[config.mk]
export PLATFORM = sky130hd
export DESIGN_NAME = dsg_guard
export DESIGN_NICKNAME = d
export VERILOG_FILES = /design/src/dsg_pkg.sv /design/src/dsg_guard.sv
export VERILOG_INCLUDE_DIRS = /design/src /design/src/src
export SDC_FILE = /design/constraint.sdc
export NUM_CORES = 1
export LEC_CHECK = 0
export ABC_AREA = 1
export BUFFER_PORTS_ARGS = -buffer_cell sky130_fd_sc_hd__buf_2
export CORE_MARGIN = 2
export CORE_UTILIZATION = 45
export DETAILED_ROUTE_END_ITERATION = 6
export PLACE_DENSITY_LB_ADDON = 0.08
export SLEW_MARGIN = 10
export SYNTH_ARGS = -nofsm -noshare
export SYNTH_HDL_FRONTEND = slang
export SYNTH_SLANG_ARGS = --single-unit
[constraint.sdc]
create_clock -name ref_clk_in -period 4 [get_ports ref_clk_in]
set_clock_uncertainty 0.2 [all_clocks]
set_input_delay 0.6 -clock ref_clk_in [delete_from_list [all_inputs] [get_ports ref_clk_in]]
set_output_delay 0.6 -clock ref_clk_in [all_outputs]
set_load 0.03 [all_outputs]
[src/dsg_consts.svh]
// Purpose: Constants for the data space map and stack guard
// Assumes: 16-bit byte addresses, word-aligned stack
// Notes:   Offsets are the printed register offsets
`ifndef DSG_CONSTS_SVH
`define DSG_CONSTS_SVH

// ----------------------------------------
// Widths
// ----------------------------------------
`define DSG_DW             16
`define DSG_AW             8
`define DSG_PTRW           4

// ----------------------------------------
// Register offsets and reset values
// ----------------------------------------
`define DSG_OFS_SP         8'h1E
`define DSG_OFS_LIMIT      8'h20
`define DSG_SP_RST         16'h0800

// ----------------------------------------
// Address map
// ----------------------------------------
`define DSG_NEAR_END       16'h1FFF
`define DSG_NEAR_BITS      13
`define DSG_SFR_END        16'h0800
`define DSG_Y_BASE         16'h1800
`define DSG_Y_END          16'h27FF
`define DSG_IMPL_END       16'h27FF
`define DSG_PSV_BASE       16'h8000
`define DSG_WORD_STEP      16'h0002

// ----------------------------------------
// Pointer register numbers
// ----------------------------------------
`define DSG_PTR_XA         4'h8
`define DSG_PTR_XB         4'h9
`define DSG_PTR_YA         4'hA
`define DSG_PTR_YB         4'hB
`define DSG_PTR_SP         4'hF

`endif

[src/dsg_pkg.sv]
// Purpose: Types for the data space map and stack guard
// Assumes: dsg_consts.svh supplies widths
// Notes:   Holds types only
`include "dsg_consts.svh"

package dsg_pkg;

	// ----------------------------------------
	// Enumerations
	// ----------------------------------------
	typedef enum logic [1:0] {
		DSG_PUSH_DATA,
		DSG_PUSH_CALL,
		DSG_PUSH_EXC
	} dsg_push_kind_e;

	typedef enum logic [1:0] {
		DSG_MODE_INDIRECT,
		DSG_MODE_NEAR,
		DSG_MODE_WIDE
	} dsg_mode_e;

	// ----------------------------------------
	// Module state
	// ----------------------------------------
	typedef struct packed {
		logic [`DSG_DW-1:0] sp;
		logic [`DSG_DW-1:0] reg_rdata;
		logic [`DSG_DW-1:0] x_data;
		logic [`DSG_DW-1:0] y_data;
		logic [`DSG_DW-1:0] x_ea;
		logic [`DSG_DW-1:0] stk_ea;
		logic [`DSG_DW-1:0] stk_data;
		logic               x_valid;
		logic               x_fault;
		logic               y_valid;
		logic               y_fault;
		logic               stk_valid;
		logic               stk_write;
	} dsg_state_s;

endpackage : dsg_pkg

[src/dsg_guard.sv]
// Purpose: Data space partitioning, read filtering and software stack guard
// Assumes: Core presents raw memory words beside each read request
// Notes:   Stack error trap is combinational in the cycle of the offending address
`timescale 1ns/100ps
`default_nettype none
`include "dsg_consts.svh"

module dsg_guard (
	input  wire logic                   ref_clk_in,
	input  wire logic                   arst_n_in,
	input  wire logic [`DSG_AW-1:0]     reg_addr_in,
	input  wire logic [`DSG_DW-1:0]     reg_wdata_in,
	input  wire logic                   reg_wr_in,
	input  wire logic                   reg_rd_in,
	output logic      [`DSG_DW-1:0]     reg_rdata_out,
	input  wire logic                   dsp_class_in,
	input  wire logic                   x_rd_in,
	input  wire dsg_pkg::dsg_mode_e     x_mode_in,
	input  wire logic [`DSG_PTRW-1:0]   x_ptr_in,
	input  wire logic [`DSG_DW-1:0]     x_addr_in,
	input  wire logic [`DSG_DW-1:0]     x_raw_in,
	input  wire logic                   y_rd_in,
	input  wire logic [`DSG_PTRW-1:0]   y_ptr_in,
	input  wire logic [`DSG_DW-1:0]     y_addr_in,
	input  wire logic [`DSG_DW-1:0]     y_raw_in,
	output logic      [`DSG_DW-1:0]     x_ea_out,
	output logic      [`DSG_DW-1:0]     x_rd_data_out,
	output logic                        x_valid_out,
	output logic                        x_fault_out,
	output logic      [`DSG_DW-1:0]     y_rd_data_out,
	output logic                        y_valid_out,
	output logic                        y_fault_out,
	input  wire logic                   push_in,
	input  wire logic                   pop_in,
	input  wire dsg_pkg::dsg_push_kind_e push_kind_in,
	input  wire logic [`DSG_DW-1:0]     push_word_in,
	input  wire logic [7:0]             pc_msb_in,
	input  wire logic [7:0]             status_low_byte_in,
	input  wire logic                   sp_ea_in,
	input  wire logic [`DSG_DW-1:0]     sp_ea_addr_in,
	output logic      [`DSG_DW-1:0]     stk_ea_out,
	output logic      [`DSG_DW-1:0]     stk_data_out,
	output logic                        stk_valid_out,
	output logic                        stk_write_out,
	output logic      [`DSG_DW-1:0]     stack_pointer_reg_out,
	output logic                        stack_err_trap_out
);

	// ----------------------------------------
	// State
	// ----------------------------------------
	dsg_pkg::dsg_state_s state_q;
	dsg_pkg::dsg_state_s state_d;
	logic [`DSG_DW-1:0]  stack_limit_reg_q;
	logic [`DSG_DW-1:0]  x_ea;
	logic                x_in_y;
	logic                x_impl;
	logic                x_ok;
	logic                y_in_y;
	logic                y_ok;
	logic                wr_sp;
	logic                wr_limit;
	logic [`DSG_DW-1:0]  stk_ea;
	logic [`DSG_DW-1:0]  stk_word;
	logic                stk_act;
	logic                over_err;
	logic                under_err;

	assign wr_sp    = reg_wr_in && (reg_addr_in == `DSG_OFS_SP);
	assign wr_limit = reg_wr_in && (reg_addr_in == `DSG_OFS_LIMIT);

	// ----------------------------------------
	// Stack limit register
	// ----------------------------------------
	always_ff @(posedge ref_clk_in) begin
		if (wr_limit) begin
			stack_limit_reg_q <= {reg_wdata_in[`DSG_DW-1:1], 1'b0};
		end
	end

	// ----------------------------------------
	// X address resolution
	// ----------------------------------------
	always_comb begin
		case (x_mode_in)
			dsg_pkg::DSG_MODE_NEAR: begin
				x_ea = {{(`DSG_DW-`DSG_NEAR_BITS){1'b0}}, x_addr_in[`DSG_NEAR_BITS-1:0]};
			end
			dsg_pkg::DSG_MODE_WIDE: begin
				x_ea = x_addr_in;
			end
			dsg_pkg::DSG_MODE_INDIRECT: begin
				x_ea = x_addr_in;
			end
			default: begin
				x_ea = x_addr_in;
			end
		endcase
	end

	assign x_in_y = (x_ea >= `DSG_Y_BASE) && (x_ea <= `DSG_Y_END);
	assign x_impl = (x_ea <= `DSG_IMPL_END) || (x_ea >= `DSG_PSV_BASE);
	assign y_in_y = (y_addr_in >= `DSG_Y_BASE) && (y_addr_in <= `DSG_Y_END);

	always_comb begin
		if (dsp_class_in) begin
			x_ok = x_impl && !x_in_y && (x_mode_in == dsg_pkg::DSG_MODE_INDIRECT) &&
			       ((x_ptr_in == `DSG_PTR_XA) || (x_ptr_in == `DSG_PTR_XB));
		end else begin
			x_ok = x_impl;
		end
	end

	assign y_ok = dsp_class_in && y_in_y &&
	              ((y_ptr_in == `DSG_PTR_YA) || (y_ptr_in == `DSG_PTR_YB));

	// ----------------------------------------
	// Stack addressing and checks
	// ----------------------------------------
	always_comb begin
		stk_act = push_in || pop_in || sp_ea_in;
		if (push_in) begin
			stk_ea = state_q.sp;
		end else if (pop_in) begin
			stk_ea = state_q.sp - `DSG_WORD_STEP;
		end else begin
			stk_ea = sp_ea_addr_in;
		end
		case (push_kind_in)
			dsg_pkg::DSG_PUSH_CALL: begin
				stk_word = {8'h00, pc_msb_in};
			end
			dsg_pkg::DSG_PUSH_EXC: begin
				stk_word = {status_low_byte_in, pc_msb_in};
			end
			default: begin
				stk_word = push_word_in;
			end
		endcase
	end

	assign over_err  = stk_act && (stk_ea > stack_limit_reg_q);
	assign under_err = stk_act && (stk_ea < `DSG_SFR_END);
	assign stack_err_trap_out = over_err || under_err;

	// ----------------------------------------
	// Next state
	// ----------------------------------------
	always_comb begin
		state_d = state_q;
		state_d.reg_rdata = '0;
		if (reg_rd_in) begin
			if (reg_addr_in == `DSG_OFS_SP) begin
				state_d.reg_rdata = state_q.sp;
			end else if (reg_addr_in == `DSG_OFS_LIMIT) begin
				state_d.reg_rdata = stack_limit_reg_q;
			end
		end
		state_d.x_valid = x_rd_in;
		state_d.x_fault = x_rd_in && !x_ok;
		state_d.x_ea    = x_rd_in ? x_ea : state_q.x_ea;
		state_d.x_data  = (x_rd_in && x_ok) ? x_raw_in : '0;
		state_d.y_valid = y_rd_in;
		state_d.y_fault = y_rd_in && !y_ok;
		state_d.y_data  = (y_rd_in && y_ok) ? y_raw_in : '0;
		state_d.stk_valid = push_in || pop_in;
		state_d.stk_write = push_in;
		if (push_in || pop_in) begin
			state_d.stk_ea   = stk_ea;
			state_d.stk_data = push_in ? stk_word : '0;
		end
		if (wr_sp) begin
			state_d.sp = {reg_wdata_in[`DSG_DW-1:1], 1'b0};
		end else if (push_in) begin
			state_d.sp = state_q.sp + `DSG_WORD_STEP;
		end else if (pop_in) begin
			state_d.sp = state_q.sp - `DSG_WORD_STEP;
		end
	end

	always_ff @(posedge ref_clk_in or negedge arst_n_in) begin
		if (!arst_n_in) begin
			state_q    <= '0;
			state_q.sp <= `DSG_SP_RST;
		end else begin
			state_q <= state_d;
		end
	end

	// ----------------------------------------
	// Outputs
	// ----------------------------------------
	assign reg_rdata_out         = state_q.reg_rdata;
	assign x_ea_out              = state_q.x_ea;
	assign x_rd_data_out         = state_q.x_data;
	assign x_valid_out           = state_q.x_valid;
	assign x_fault_out           = state_q.x_fault;
	assign y_rd_data_out         = state_q.y_data;
	assign y_valid_out           = state_q.y_valid;
	assign y_fault_out           = state_q.y_fault;
	assign stk_ea_out            = state_q.stk_ea;
	assign stk_data_out          = state_q.stk_data;
	assign stk_valid_out         = state_q.stk_valid;
	assign stk_write_out         = state_q.stk_write;
	assign stack_pointer_reg_out = state_q.sp;

	// ----------------------------------------
	// Assertions
	// ----------------------------------------
	push_step_a: assert property (
		@(posedge ref_clk_in) disable iff (!arst_n_in)
		(push_in && !wr_sp) |=> (state_q.sp == $past(state_q.sp) + `DSG_WORD_STEP)
		&& (stk_ea_out == $past(state_q.sp)))
		else $error("push did not use and advance pointer");

	pop_step_a: assert property (
		@(posedge ref_clk_in) disable iff (!arst_n_in)
		(pop_in && !push_in && !wr_sp) |=> (stk_ea_out == state_q.sp)
		&& (state_q.sp == $past(state_q.sp) - `DSG_WORD_STEP))
		else $error("pop did not pre-decrement pointer");

	call_msb_a: assert property (
		@(posedge ref_clk_in) disable iff (!arst_n_in)
		(push_in && push_kind_in == dsg_pkg::DSG_PUSH_CALL)
		|=> (stk_data_out[15:8] == 8'h00) && (stk_data_out[7:0] == $past(pc_msb_in)))
		else $error("call push upper byte not clear");

	exc_word_a: assert property (
		@(posedge ref_clk_in) disable iff (!arst_n_in)
		(push_in && push_kind_in == dsg_pkg::DSG_PUSH_EXC)
		|=> (stk_data_out == {$past(status_low_byte_in), $past(pc_msb_in)}))
		else $error("exception push word wrong");

	limit_align_a: assert property (
		@(posedge ref_clk_in) disable iff (!arst_n_in)
		wr_limit |=> (stack_limit_reg_q[0] == 1'b0) && (stack_limit_reg_q[15:1] == $past(reg_wdata_in[15:1])))
		else $error("stack limit not word aligned");

	at_limit_a: assert property (
		@(posedge ref_clk_in) disable iff (!arst_n_in)
		(push_in && state_q.sp == stack_limit_reg_q && stack_limit_reg_q >= `DSG_SFR_END)
		|-> !stack_err_trap_out)
		else $error("push at limit trapped");

	past_limit_a: assert property (
		@(posedge ref_clk_in) disable iff (!arst_n_in)
		(push_in && state_q.sp == stack_limit_reg_q + `DSG_WORD_STEP) |-> stack_err_trap_out)
		else $error("push beyond limit not trapped");

	underflow_a: assert property (
		@(posedge ref_clk_in) disable iff (!arst_n_in)
		(sp_ea_in && !push_in && !pop_in && sp_ea_addr_in < `DSG_SFR_END) |-> stack_err_trap_out)
		else $error("underflow not trapped");

	near_zext_a: assert property (
		@(posedge ref_clk_in) disable iff (!arst_n_in)
		(x_rd_in && x_mode_in == dsg_pkg::DSG_MODE_NEAR) |=> (x_ea_out <= `DSG_NEAR_END))
		else $error("near address beyond near region");

	dsp_x_zero_a: assert property (
		@(posedge ref_clk_in) disable iff (!arst_n_in)
		(x_rd_in && dsp_class_in && x_in_y) |=> (x_rd_data_out == 16'h0000) && x_fault_out)
		else $error("dsp X read reached Y");

	y_ptr_a: assert property (
		@(posedge ref_clk_in) disable iff (!arst_n_in)
		(y_rd_in && y_ptr_in != `DSG_PTR_YA && y_ptr_in != `DSG_PTR_YB)
		|=> y_fault_out && (y_rd_data_out == 16'h0000))
		else $error("Y read through wrong pointer");

	y_only_dsp_a: assert property (
		@(posedge ref_clk_in) disable iff (!arst_n_in)
		(y_rd_in && !dsp_class_in) |=> y_fault_out)
		else $error("Y read outside dsp class");

	mcu_whole_a: assert property (
		@(posedge ref_clk_in) disable iff (!arst_n_in)
		(x_rd_in && !dsp_class_in && x_in_y) |=> !x_fault_out && (x_rd_data_out == $past(x_raw_in)))
		else $error("non-dsp read blocked from Y");

	x_ptr_a: assert property (
		@(posedge ref_clk_in) disable iff (!arst_n_in)
		(x_rd_in && dsp_class_in && x_ptr_in != `DSG_PTR_XA && x_ptr_in != `DSG_PTR_XB)
		|=> x_fault_out && (x_rd_data_out == 16'h0000))
		else $error("dsp X read through wrong pointer");

	unimpl_zero_a: assert property (
		@(posedge ref_clk_in) disable iff (!arst_n_in)
		(x_rd_in && x_ea > `DSG_IMPL_END && x_ea < `DSG_PSV_BASE)
		|=> x_fault_out && (x_rd_data_out == 16'h0000))
		else $error("unimplemented read not zero");

	wide_ea_a: assert property (
		@(posedge ref_clk_in) disable iff (!arst_n_in)
		(x_rd_in && x_mode_in == dsg_pkg::DSG_MODE_WIDE) |=> (x_ea_out == $past(x_addr_in)))
		else $error("wide move address altered");

	y_region_a: assert property (
		@(posedge ref_clk_in) disable iff (!arst_n_in)
		(y_rd_in && (y_addr_in < `DSG_Y_BASE || y_addr_in > `DSG_Y_END))
		|=> y_fault_out && (y_rd_data_out == 16'h0000))
		else $error("Y read outside Y region not zero");

	sp_read_a: assert property (
		@(posedge ref_clk_in) disable iff (!arst_n_in)
		(reg_rd_in && reg_addr_in == `DSG_OFS_SP)
		|=> (reg_rdata_out == $past(stack_pointer_reg_out)))
		else $error("stack pointer read wrong");

	limit_check_a: assert property (
		@(posedge ref_clk_in) disable iff (!arst_n_in)
		(sp_ea_in && !push_in && !pop_in && sp_ea_addr_in > stack_limit_reg_q)
		|-> stack_err_trap_out)
		else $error("pointer address above limit not trapped");

	pop_read_a: assert property (
		@(posedge ref_clk_in) disable iff (!arst_n_in)
		(pop_in && !push_in)
		|=> stk_valid_out && !stk_write_out && (stk_data_out == 16'h0000))
		else $error("pop shown as write");

	push_under_a: assert property (
		@(posedge ref_clk_in) disable iff (!arst_n_in)
		(push_in && state_q.sp < `DSG_SFR_END) |-> stack_err_trap_out)
		else $error("push below stack floor not trapped");

endmodule : dsg_guard
`default_nettype wire

==> summary.md, run 1 <==
| Metric | Value |
|---|---|
| Peak supply drop | 0.0002811 V |
| Count of inserted antenna diode cells | 0 |
| Die outline height | 127.2 um |
| Final HPWL DP | 14210 um |
| Category of the worst setup path capture point | primary output |
| Smallest hold slack | 0.07772 ns |
| Post-synth EDFFs | 15 |
| Part of the power in registers | 36.8% |
| Chip width | 127.2 um |
| Layout-stage area growth over the synthesis result | 31.42% |
| Pwr Density | 495.3 mW/mm2 |
| Max Clk Rate | 0.2628 GHz |
| # rows | 45 |
| Number of max-cap violations | 0 |
| Max-Slew Margin vs Limit | 44.78% |
| Fraction of the yosys area taken by sequential cells | 49.49% |
| Number of global-route vias before repair | 6091 |
| Die ar. | 0.01618 mm2 |
| Ratio of routed vias to standard cells | 4.948 |
| Commonest cells in the synthesized netlist | nand2_1 (186), dfrtp_1 (116), nor2_1 (104), inv_1 (98), o21ai_0 (55) |
| Top FF cell, synth | dfrtp_1 |
| Fraction of post-synthesis cell area in the top cell type by area | 42.51% |
| Net switching fraction of the power | 36.16% |
| Outcome | finished, final reports clean |
| Post-layout total power | 4.445 mW |
| Final worst path period need | 3.806 ns |
| Required time worst endpoint | 3.20 ns |
| Remaining antenna violation count after routing | 0 |
| Top cells by area in the synthesized netlist | dfrtp_1 (43%), nand2_1 (10%), edfxtp_1 (6.6%), nor2_1 (5.7%), inv_1 (5.4%) |
| Signal arrival time at the worst endpoint | 3.01 ns |
| CP max FO | 7 |
| Core outline area | 0.01503 mm2 |
| Initial core utilization | 45.43% |
| Most repeated cell in the gate-level netlist after synthesis | nand2_1 |
| Post-synthesis cell type count | 49 |
| FILL cells | 1407 |
| Minimum setup slack after placement | 0.3427 ns |
| Core occupancy in the finished layout | 59.70% |
| Critical path launch point type | register |
| Min-Delay Path Class | in -> async |
| Fraction of synthesis flops using an asynchronous set or reset pin | 88.64% |
| Register-to-register setup slack | 1.93 ns |
| P_sw | 1.607 mW |
| Number of DRC markers in iteration 0 | 504 |
| Largest net degree at the start of global routing | 66 |
| CTS max path bufs | 2 |
| Cell taking the most area after synthesis | dfrtp_1 |
| Clk slew on worst S/H paths | 0.06 ns |
| Average wire per standard cell | 14.81 um |
| Yosys Warn Count | 0 |
| Via count | 6368 |
| CTS tree | done |
| Post-Synthesis Mean Instance Area | 8.308 um2 |
| Post-layout net count | 1263 |
| Portion of the clock cycle consumed by the worst path in the final layout | 95.14% |
| Synthesized area | 0.006829 mm2 |
| Sum of negative setup slack | 0 ns |
| Number of clock buffers inserted by TritonCTS | 17 |
| Skew-Pair Late Insertion Delay | 0.42 ns |
| Final RePlAce weighted congestion | 0.9203 |
| P_int | 2.838 mW |
| Final hold vios | 0 |
| H-tree depth | 4 |
| Leak pwr | 4.943 nW |
| Total gr overflow | 0 |
| First-pass iteration count of the detailed router | 5 |
| Hold bufs inserted after CTS | 0 |
| Type of the setup path with the least slack | reg -> out |
| Cells after synthesis | 822 |
| Combinational share of power | 28.7% |
| Number of antenna violations at the first check in global routing | 0 |
| Overall fraction of global-route tracks in use | 24.12% |
| Clock Power Share | 34.5% |
| Clock root buffer | clkbuf_16 |
| Remaining routing DRC violations | 0 |
| Detailed Route WL | 19060 um |
| Number of top-level pins | 277 |
| Actual transition at the worst max-transition pin | 0.8222 ns |
| Least setup slack across all paths after layout | 0.1944 ns |
| Clock net sink count | 132 |
| First-pass GRT wire length | 30570 um |
| Buffers on Ports | 261 |
| Number of register bits inferred by synthesis | 132 |
| Total setup violations reported at the end of the flow | 0 |
| Fraction of layout instances using a drive strength above 1 | 33.67% |
| Number of max-slew violations in the final report | 0 |
-- placed cells by master, fill, tap and decap left out, drive strengths merged --
master / netlist / routed
buf: 24 / 280
nand2: 190 / 190
dfrtp: 116 / 116
nor2: 115 / 115
inv: 102 / 106
o21ai: 63 / 63
a21oi: 49 / 49
nand3: 46 / 46
ha: 19 / 19
clkbuf: 13 / 19
edfxtp: 15 / 15
xor2: 10 / 10
o211ai: 10 / 10
a21o: 9 / 9
nand4: 6 / 6
nor3: 6 / 6
clkinv: 1 / 6
or2: 5 / 5
o21bai: 4 / 4
nor4: 4 / 4
clkinvlp: 0 / 3
o221ai: 2 / 2
o22ai: 2 / 2
nand3b: 2 / 2
a22oi: 2 / 2
conb: 1 / 2
bufinv: 0 / 2
nor3b: 2 / 2
o21a: 1 / 1
a31oi: 1 / 1
a22o: 1 / 1
dfstp: 1 / 1
-- area by class of cell --
type,count,area [um2],area share (%)
clock buffers,18,429.2,4.782
clock inverters,14,152.6,1.701
inverters,103,391.6,4.364
multi-input cells,551,2890,32.20
flip-flops and latches,132,3390,37.77
well taps,188,235.2,2.621
repair buffers,281,1486,16.56
-- critical path: stages (launching register included) --
cell and delay [ns]:
dfrtp_2 0.42, inv_2 0.09, ha_4 0.18, a21oi_1 0.12, o21ai_0 0.12, a22o_1 0.19, o21ai_0 0.10, inv_1 0.12
ha_1 0.31, nand2_1 0.07, o21ai_0 0.18, nand2_1 0.08, o211ai_1 0.11, nand2_1 0.07, nand4_1 0.07, nand3_1 0.06
nand2_1 0.09, clkbuf_4 0.19
-- sequential cells by signal (all words and copies together), names as in the netlist, 15 cells and up --
name / count
y_rd_data_out: 16
x_ea_out: 16
stk_data_out: 16
stack_pointer_reg_out: 15
stk_ea_out: 16
x_rd_data_out: 16
reg_rdata_out: 16
stack_limit_reg_q: 15
-- power by group through the flow --
stage	Sequential [mW]	Combinational [mW]	Clock (mW)
floorplan	1.83	0.612	0
global placement	1.65	1.20	0
detailed placement	1.65	1.21	0
CTS	1.63	1.22	1.57
global route	1.65	1.41	1.62
finish	1.63	1.28	1.53
-- logic make-up after synthesis --
logic type      count (synthesis)  share of synthesized area (%)
other cells                     1                        0.05491
simple gates                  376                          24.72
buf+inv                       140                          8.868
xor+xnor                       10                          1.282
fa+ha+maj                      19                          3.481
compound gates                144                          12.11
flops                         132                          49.49
-- through the flow --
step | cells | cell area (um2)
after floorplan | 823 | 6833
after global placement | 1247 | 8278
after detailed placement | 1247 | 8278
after CTS | 1279 | 8869
after global routing | 1287 | 8975
final | 1287 | 8975
-- final timing paths --
path	cells past startpoint	from	end
worst min-delay path	1	arst_n_in	stk_ea_out[1]$_DFFE_PN0N_
min in group ref_clk_in	1	y_rd_in	y_valid_out$_DFF_PN0_
worst min register to register	2	x_ea_out[3]$_DFFE_PN0P_	x_ea_out[3]$_DFFE_PN0P_
max in group asynchronous	2	arst_n_in	stack_pointer_reg_out[10]$_DFFE_PN0P_
worst max register to register	11	stack_pointer_reg_out[2]$_DFFE_PN0P_	stack_pointer_reg_out[15]$_DFFE_PN0P_
worst max-delay path	17	stack_pointer_reg_out[1]$_DFFE_PN0P_	stack_err_trap_out
-- repair_timing --
action / CTS / global route
pin swaps: 0 / 2
endpoints found under the setup margin: 1 / 1
setup buffers: 0 / 8
gates resized for setup: 4 / 19
-- routing by layer --
| metal | wire [um] | up-vias | global-route usage (%) |
|---|---|---|---|
| met1 | 8472 | 2926 | 32.49 |
| met3 | 1535 | 24 | 6.323 |
| met2 | 8731 | 259 | 38.20 |
| li1 | - | 3159 | - |
| met4 | 322 | 0 | 8.016 |
| met5 | 0 | - | 0 |
(Power assumes the default switching activity.)
==> run 2, diff against run 1 <==
--- a/config.mk
+++ b/config.mk
@@ -8,7 +8,6 @@
 export LEC_CHECK = 0
 export ABC_AREA = 1
 export BUFFER_PORTS_ARGS = -buffer_cell sky130_fd_sc_hd__buf_2
-export CORE_MARGIN = 2
 export CORE_UTILIZATION = 45
 export DETAILED_ROUTE_END_ITERATION = 6
 export PLACE_DENSITY_LB_ADDON = 0.08
==> run 2 against run 1 <==
Against the previous run:
- the run now ends with DRC left
- sequential power barely moved
- wire length rose by 2.8%
- first-iteration DRC count rose by 19%
- die area fell by 3.1%
- global-route usage rose by 1.9 points
- fmax rose by 1.7%
- cell count fell by 0.62%
- largest cell class unchanged
- largest power group unchanged
==> summary.md, run 2 (synthesis results as in run 1) <==
| Metric | Value |
|---|---|
| Number of DRC markers in iteration 0 | 602 |
| Beginning of the critical path | stack_pointer_reg_out[2]$_DFFE_PN0P_ |
| Least setup slack across all paths after layout | 0.2567 ns |
| Signal arrival time at the worst endpoint | 2.94 ns |
| Critical path launch point type | register |
| Clk slew on worst S/H paths | 0.06 ns |
| Final hold vios | 0 |
| Standard cell with the maximum stage delay on the critical path | dfrtp_2 |
| Register-to-register setup slack | 1.98 ns |
| Final worst path period need | 3.743 ns |
| Core occupancy in the finished layout | 61.06% |
| Unrepaired setup endpoints after global routing | false |
| Leak pwr | 4.929 nW |
| Pwr Density | 499.2 mW/mm2 |
| Number of max-slew violations in the final report | 0 |
| Final RePlAce weighted congestion | 0.8888 |
| Remaining routing DRC violations | 24 |
| Post-layout net count | 1259 |
| Initial core utilization | 46.63% |
| Average wire per standard cell | 15.32 um |
| CTS max path bufs | 2 |
| # rows | 44 |
| Total gr overflow | 0 |
| Max Clk Rate | 0.2671 GHz |
| Smallest hold slack | 0.07250 ns |
| Die outline height | 125.2 um |
| Cell count after placement | 1244 |
| Detailed Route WL | 19600 um |
| Layout-stage area growth over the synthesis result | 30.93% |
| Number of clock buffers inserted by TritonCTS | 17 |
| Minimum setup slack after placement | 0.2242 ns |
| Biggest cell delay along the critical path | 0.42 ns |
| Skew-Pair Late Insertion Delay | 0.42 ns |
| Number of antenna violations at the first check in global routing | 0 |
| Worst reg2reg startpoint | stack_pointer_reg_out[1]$_DFFE_PN0P_ |
| Overall fraction of global-route tracks in use | 26.02% |
| Violations in the final reports | DRC |
| Fraction of layout instances using a drive strength above 1 | 33.42% |
| Die ar. | 0.01567 mm2 |
| Min-Delay Path Class | in -> async |
| CP dominant cell by count | nand2_1 |
| Portion of the clock cycle consumed by the worst path in the final layout | 93.58% |
| Number of global-route vias before repair | 6022 |
| Count of inserted antenna diode cells | 0 |
| Clock root buffer | clkbuf_16 |
| Category of the worst setup path capture point | primary output |
| Number of top-level pins | 277 |
| Reg2reg end | stack_pointer_reg_out[15]$_DFFE_PN0P_ |
| First-pass iteration count of the detailed router | 7 |
| Outcome | finished, violations left |
| Clock net sink count | 132 |
| Final HPWL DP | 14640 um |
| Core outline area | 0.01464 mm2 |
| R2r worst-path depth | 11 |
| Remaining antenna violation count after routing | 0 |
| First-pass GRT wire length | 31520 um |
| CTS tree | done |
| CP max FO | 4 |
| Via count | 6413 |
| Sum of negative setup slack | 0 ns |
| Fin cells | 1279 |
| Largest net degree at the start of global routing | 63 |
| Max-Slew Margin vs Limit | 45.59% |
| Ratio of routed vias to standard cells | 5.014 |
| Total setup violations reported at the end of the flow | 0 |
| H-tree depth | 4 |
| Required time worst endpoint | 3.20 ns |
| Most common cell after layout, fill and taps aside | buf_2 |
| Peak supply drop | 0.0003085 V |
| Cell-by-cell trace of the critical path | inv_2 -> ha_4 -> nand2_2 -> nor2_2 -> nand2_1 -> xor2_1 -> o21ai_1 -> inv_1 -> ha_1 -> a21oi_1 -> nand3b_1 -> a21o_1 -> nand4_1 -> nand3_1 -> nand2_1 -> buf_4 |
| Type of the setup path with the least slack | reg -> out |
| Highest-count cells in the layout ignoring fill and taps | buf_2 (259), nand2_1 (185), dfrtp_1 (109) |
| Actual transition at the worst max-transition pin | 0.8100 ns |
| Number of max-cap violations | 0 |
| Chip width | 125.2 um |
| Buffers on Ports | 261 |
[run 2: routing by layer]
metal | wire length (um) | vias to the layer above | global-route usage, % | share of wire [%]
li1 | - | 3154 | - | -
met1 | 8633 | 2960 | 34.82 | 44
met2 | 9038 | 269 | 41.41 | 46
met3 | 1638 | 30 | 7.018 | 8.4
met4 | 289 | 0 | 7.676 | 1.5
met5 | 0 | - | 0 | 0
[run 2: layout make-up]
cell class                      instances  area, um2
Tap cell                              184      230.2
Inverter                              103      391.6
Clock buffer                           18      429.2
Clock inverter                         14      166.4
Multi-Input combinational cell        551       2892
Timing Repair Buffer                  277       1444
Fill cell                            1395       5703
Sequential cell                       132       3388
[run 2: worst max path at each step]
| stage | end |
|---|---|
| after detailed placement | stack_err_trap_out |
| after floorplan | stack_err_trap_out |
| after global routing | stack_err_trap_out |
| final | stack_err_trap_out |
| after CTS | stack_err_trap_out |
| after global placement | stack_err_trap_out |
[run 2: through the flow]
step                      power (mW)  cell area (um2)
after global placement         2.854             8268
after floorplan                2.445             6833
final                          4.463             8941
after CTS                      4.439             8865
after detailed placement       2.865             8268
after global routing           4.698             8941
[run 2: power breakdown]
group	switching (mW)	total (mW)	internal [mW]
combinational	0.847	1.26	0.408
clock	0.628	1.56	0.937
sequential	0.159	1.64	1.48
total	1.63	4.46	2.83
[run 2: worst max-delay path, delay by kind of cell, from the launching register on]
kind / cells / cell delay [ns]
buffers and inverters: 3 / 0.35
adders and majority gates: 2 / 0.47
xor gates and xnor gates: 1 / 0.16
DFF: 1 / 0.42
AOI/OAI and AO/OA: 3 / 0.40
and+or+nand+nor: 7 / 0.74
[run 2: what timing repair did]
| action | 4_1_cts | 5_1_grt |
|---|---|---|
| hold buffers | 0 | 0 |
| endpoints found under the setup margin | 1 | 1 |
| hold endpoints to repair | 0 | 0 |
| pin swaps | 0 | 3 |
| gates resized for setup | 2 | 23 |
| buffers inserted | 0 | 3 |
==> run 3, diff against run 2 <==
==> constraint.sdc (replaced) <==
create_clock -name ref_clk_in -period 4 [get_ports ref_clk_in]
set_clock_uncertainty 0.2 [all_clocks]
set_input_delay 0.6 -clock ref_clk_in [delete_from_list [all_inputs] [get_ports ref_clk_in]]
set_output_delay 0.6 -clock ref_clk_in [all_outputs]
set_load 0.005 [all_outputs]
==> run 3 against run 2 <==
Against the previous run:
- the flow still finishes with violations (DRC)
- sequential share of layout area decreased by 0.14 points
- sequential power about the same
- critical path type unchanged
- final area grew 0.18%
- clock-buffer cell count increased by 4
- fmax is 1.2% lower
- register-to-register slack got worse by 0.03 ns
- core utilization up 0.11 points
==> summary.md, run 3 (synthesis results as in run 1) <==
| Metric | Value |
|---|---|
| Outcome | finished, violations left |
| Violations in the final reports | DRC |
| Sum of negative setup slack | 0 ns |
| Pwr Density | 482.6 mW/mm2 |
| Total gr overflow | 0 |
| Remaining antenna violation count after routing | 0 |
| Core outline area | 0.01464 mm2 |
| Reg2reg end | stack_pointer_reg_out[15]$_DFFE_PN0P_ |
| Die ar. | 0.01567 mm2 |
| Remaining routing DRC violations | 20 |
| Layout-stage area growth over the synthesis result | 31.17% |
| Clock net sink count | 132 |
| Via count | 6390 |
| CP dominant cell by count | nand2_1 |
| Post-layout net count | 1256 |
| Highest-count cells in the layout ignoring fill and taps | buf_2 (260), nand2_1 (185), dfrtp_1 (114) |
| First-pass iteration count of the detailed router | 7 |
| Max-Slew Margin vs Limit | 43.07% |
| Skew-Pair Late Insertion Delay | 0.43 ns |
| Number of DRC markers in iteration 0 | 504 |
| Portion of the clock cycle consumed by the worst path in the final layout | 94.72% |
| Register-to-register setup slack | 1.95 ns |
| Clk slew on worst S/H paths | 0.06 ns |
| R2r worst-path depth | 11 |
| Type of the setup path with the least slack | reg -> out |
| Final worst path period need | 3.789 ns |
| Die outline height | 125.2 um |
| H-tree depth | 4 |
| Chip width | 125.2 um |
| CTS max path bufs | 2 |
| Number of clock buffers inserted by TritonCTS | 17 |
| CP max FO | 7 |
| Fraction of layout instances using a drive strength above 1 | 32.63% |
| First-pass GRT wire length | 31970 um |
| Critical path launch point type | register |
| Final hold vios | 0 |
| Count of inserted antenna diode cells | 0 |
| Overall fraction of global-route tracks in use | 26.41% |
| Number of global-route vias before repair | 6154 |
| Initial core utilization | 46.63% |
| Required time worst endpoint | 3.20 ns |
| Buffers on Ports | 261 |
| Number of antenna violations at the first check in global routing | 0 |
| Number of max-slew violations in the final report | 0 |
| Core occupancy in the finished layout | 61.17% |
| Worst reg2reg startpoint | stack_pointer_reg_out[1]$_DFFE_PN0P_ |
| Cell-by-cell trace of the critical path | inv_2 -> ha_2 -> nand2_1 -> nor2_2 -> nand2_1 -> xor2_1 -> o21ai_2 -> inv_1 -> ha_1 -> a21oi_1 -> nand3b_1 -> a21o_1 -> nand4_1 -> nand3_1 -> nand2_1 -> buf_2 |
| Clock root buffer | clkbuf_16 |
| Detailed Route WL | 19610 um |
| Largest net degree at the start of global routing | 66 |
| Biggest cell delay along the critical path | 0.45 ns |
| Most common cell after layout, fill and taps aside | buf_2 |
| Unrepaired setup endpoints after global routing | false |
| Number of top-level pins | 277 |
| Min-Delay Path Class | in -> async |
| Max Clk Rate | 0.2639 GHz |
| Final HPWL DP | 14520 um |
| Number of max-cap violations | 0 |
| Signal arrival time at the worst endpoint | 2.99 ns |
| Final RePlAce weighted congestion | 0.9016 |
| CTS tree | done |
| Peak supply drop | 0.0002806 V |
| Actual transition at the worst max-transition pin | 0.8476 ns |
| Leak pwr | 4.955 nW |
| Standard cell with the maximum stage delay on the critical path | dfrtp_2 |
| Total setup violations reported at the end of the flow | 0 |
| FILL cells | 1375 |
| Average wire per standard cell | 15.38 um |
| Category of the worst setup path capture point | primary output |
| # rows | 44 |
| Ratio of routed vias to standard cells | 5.012 |
[run 3: how the worst max path moves through the flow]
| stage | endpoint | start |
|---|---|---|
| 2_1_floorplan | stack_err_trap_out | pop_in |
| 3_3_place_gp | stack_err_trap_out | pop_in |
| 3_5_place_dp | stack_err_trap_out | pop_in |
| 4_1_cts | stack_err_trap_out | stack_pointer_reg_out[1]$_DFFE_PN0P_ |
| 5_1_grt | stack_err_trap_out | stack_pointer_reg_out[7]$_DFFE_PN0P_ |
| 6_report | stack_err_trap_out | stack_pointer_reg_out[1]$_DFFE_PN0P_ |
[run 3: power breakdown]
part	switching [mW]	total, mW	internal, mW
Combinational	0.598	0.990	0.392
Clock	0.589	1.69	1.11
Sequential	0.160	1.64	1.48
[run 3: cell type report]
| type | instances | area, um2 | share of cell area, % |
|---|---|---|---|
| Tap cell | 184 | 230.2 | 2.570 |
| Clock buffer | 22 | 516.7 | 5.769 |
| Clock inverter | 9 | 136.4 | 1.523 |
| Timing Repair Buffer | 274 | 1419 | 15.84 |
| Inverter | 103 | 391.6 | 4.372 |
| Sequential cell | 132 | 3382 | 37.76 |
| Multi-Input combinational cell | 551 | 2882 | 32.17 |
[run 3: worst max-delay path: cells and delay by family (launching register included)]
| family | cells | cell delay, ns |
|---|---|---|
| AOI/OAI and AO/OA | 3 | 0.40 |
| xor gates and xnor gates | 1 | 0.17 |
| adders and majority gates | 2 | 0.50 |
| buffers and inverters | 3 | 0.27 |
| DFF | 1 | 0.45 |
| and+or+nand+nor | 7 | 0.78 |
[run 3: through the flow]
step           total power, mW  setup WS, ns  hold WS, ns  cells  instance area [um2]
5_1_grt                  4.555      0.002311       0.1058   1275                 8957
6_report                 4.323        0.2111      0.08799   1275                 8957
3_3_place_gp             2.603        0.3435       0.2493   1242                 8253
4_1_cts                  4.316       0.02303      0.09977   1273                 8906
3_5_place_dp             2.611        0.2925       0.2530   1242                 8253
2_1_floorplan            2.206        0.9099       0.1044    823                 6833
[run 3: routing by layer]
layer  wire length, um  up-vias  part of all wire, %  track usage [%]
li1                  -     3147                    -                -
met1              8650     2930                   44            35.25
met2              8913      275                   45            41.54
met3              1623       38                  8.3            6.932
met4               422        0                  2.2            9.397
met5                 0        -                    0                0
[run 3: what timing repair did]
action                                  4_1_cts  5_1_grt
hold endpoints to repair                      0        0
setup buffers                                 0        2
pin swaps                                     0        1
resized for setup                             1       15
hold buffers                                  0        0
endpoints found under the setup margin        1        1
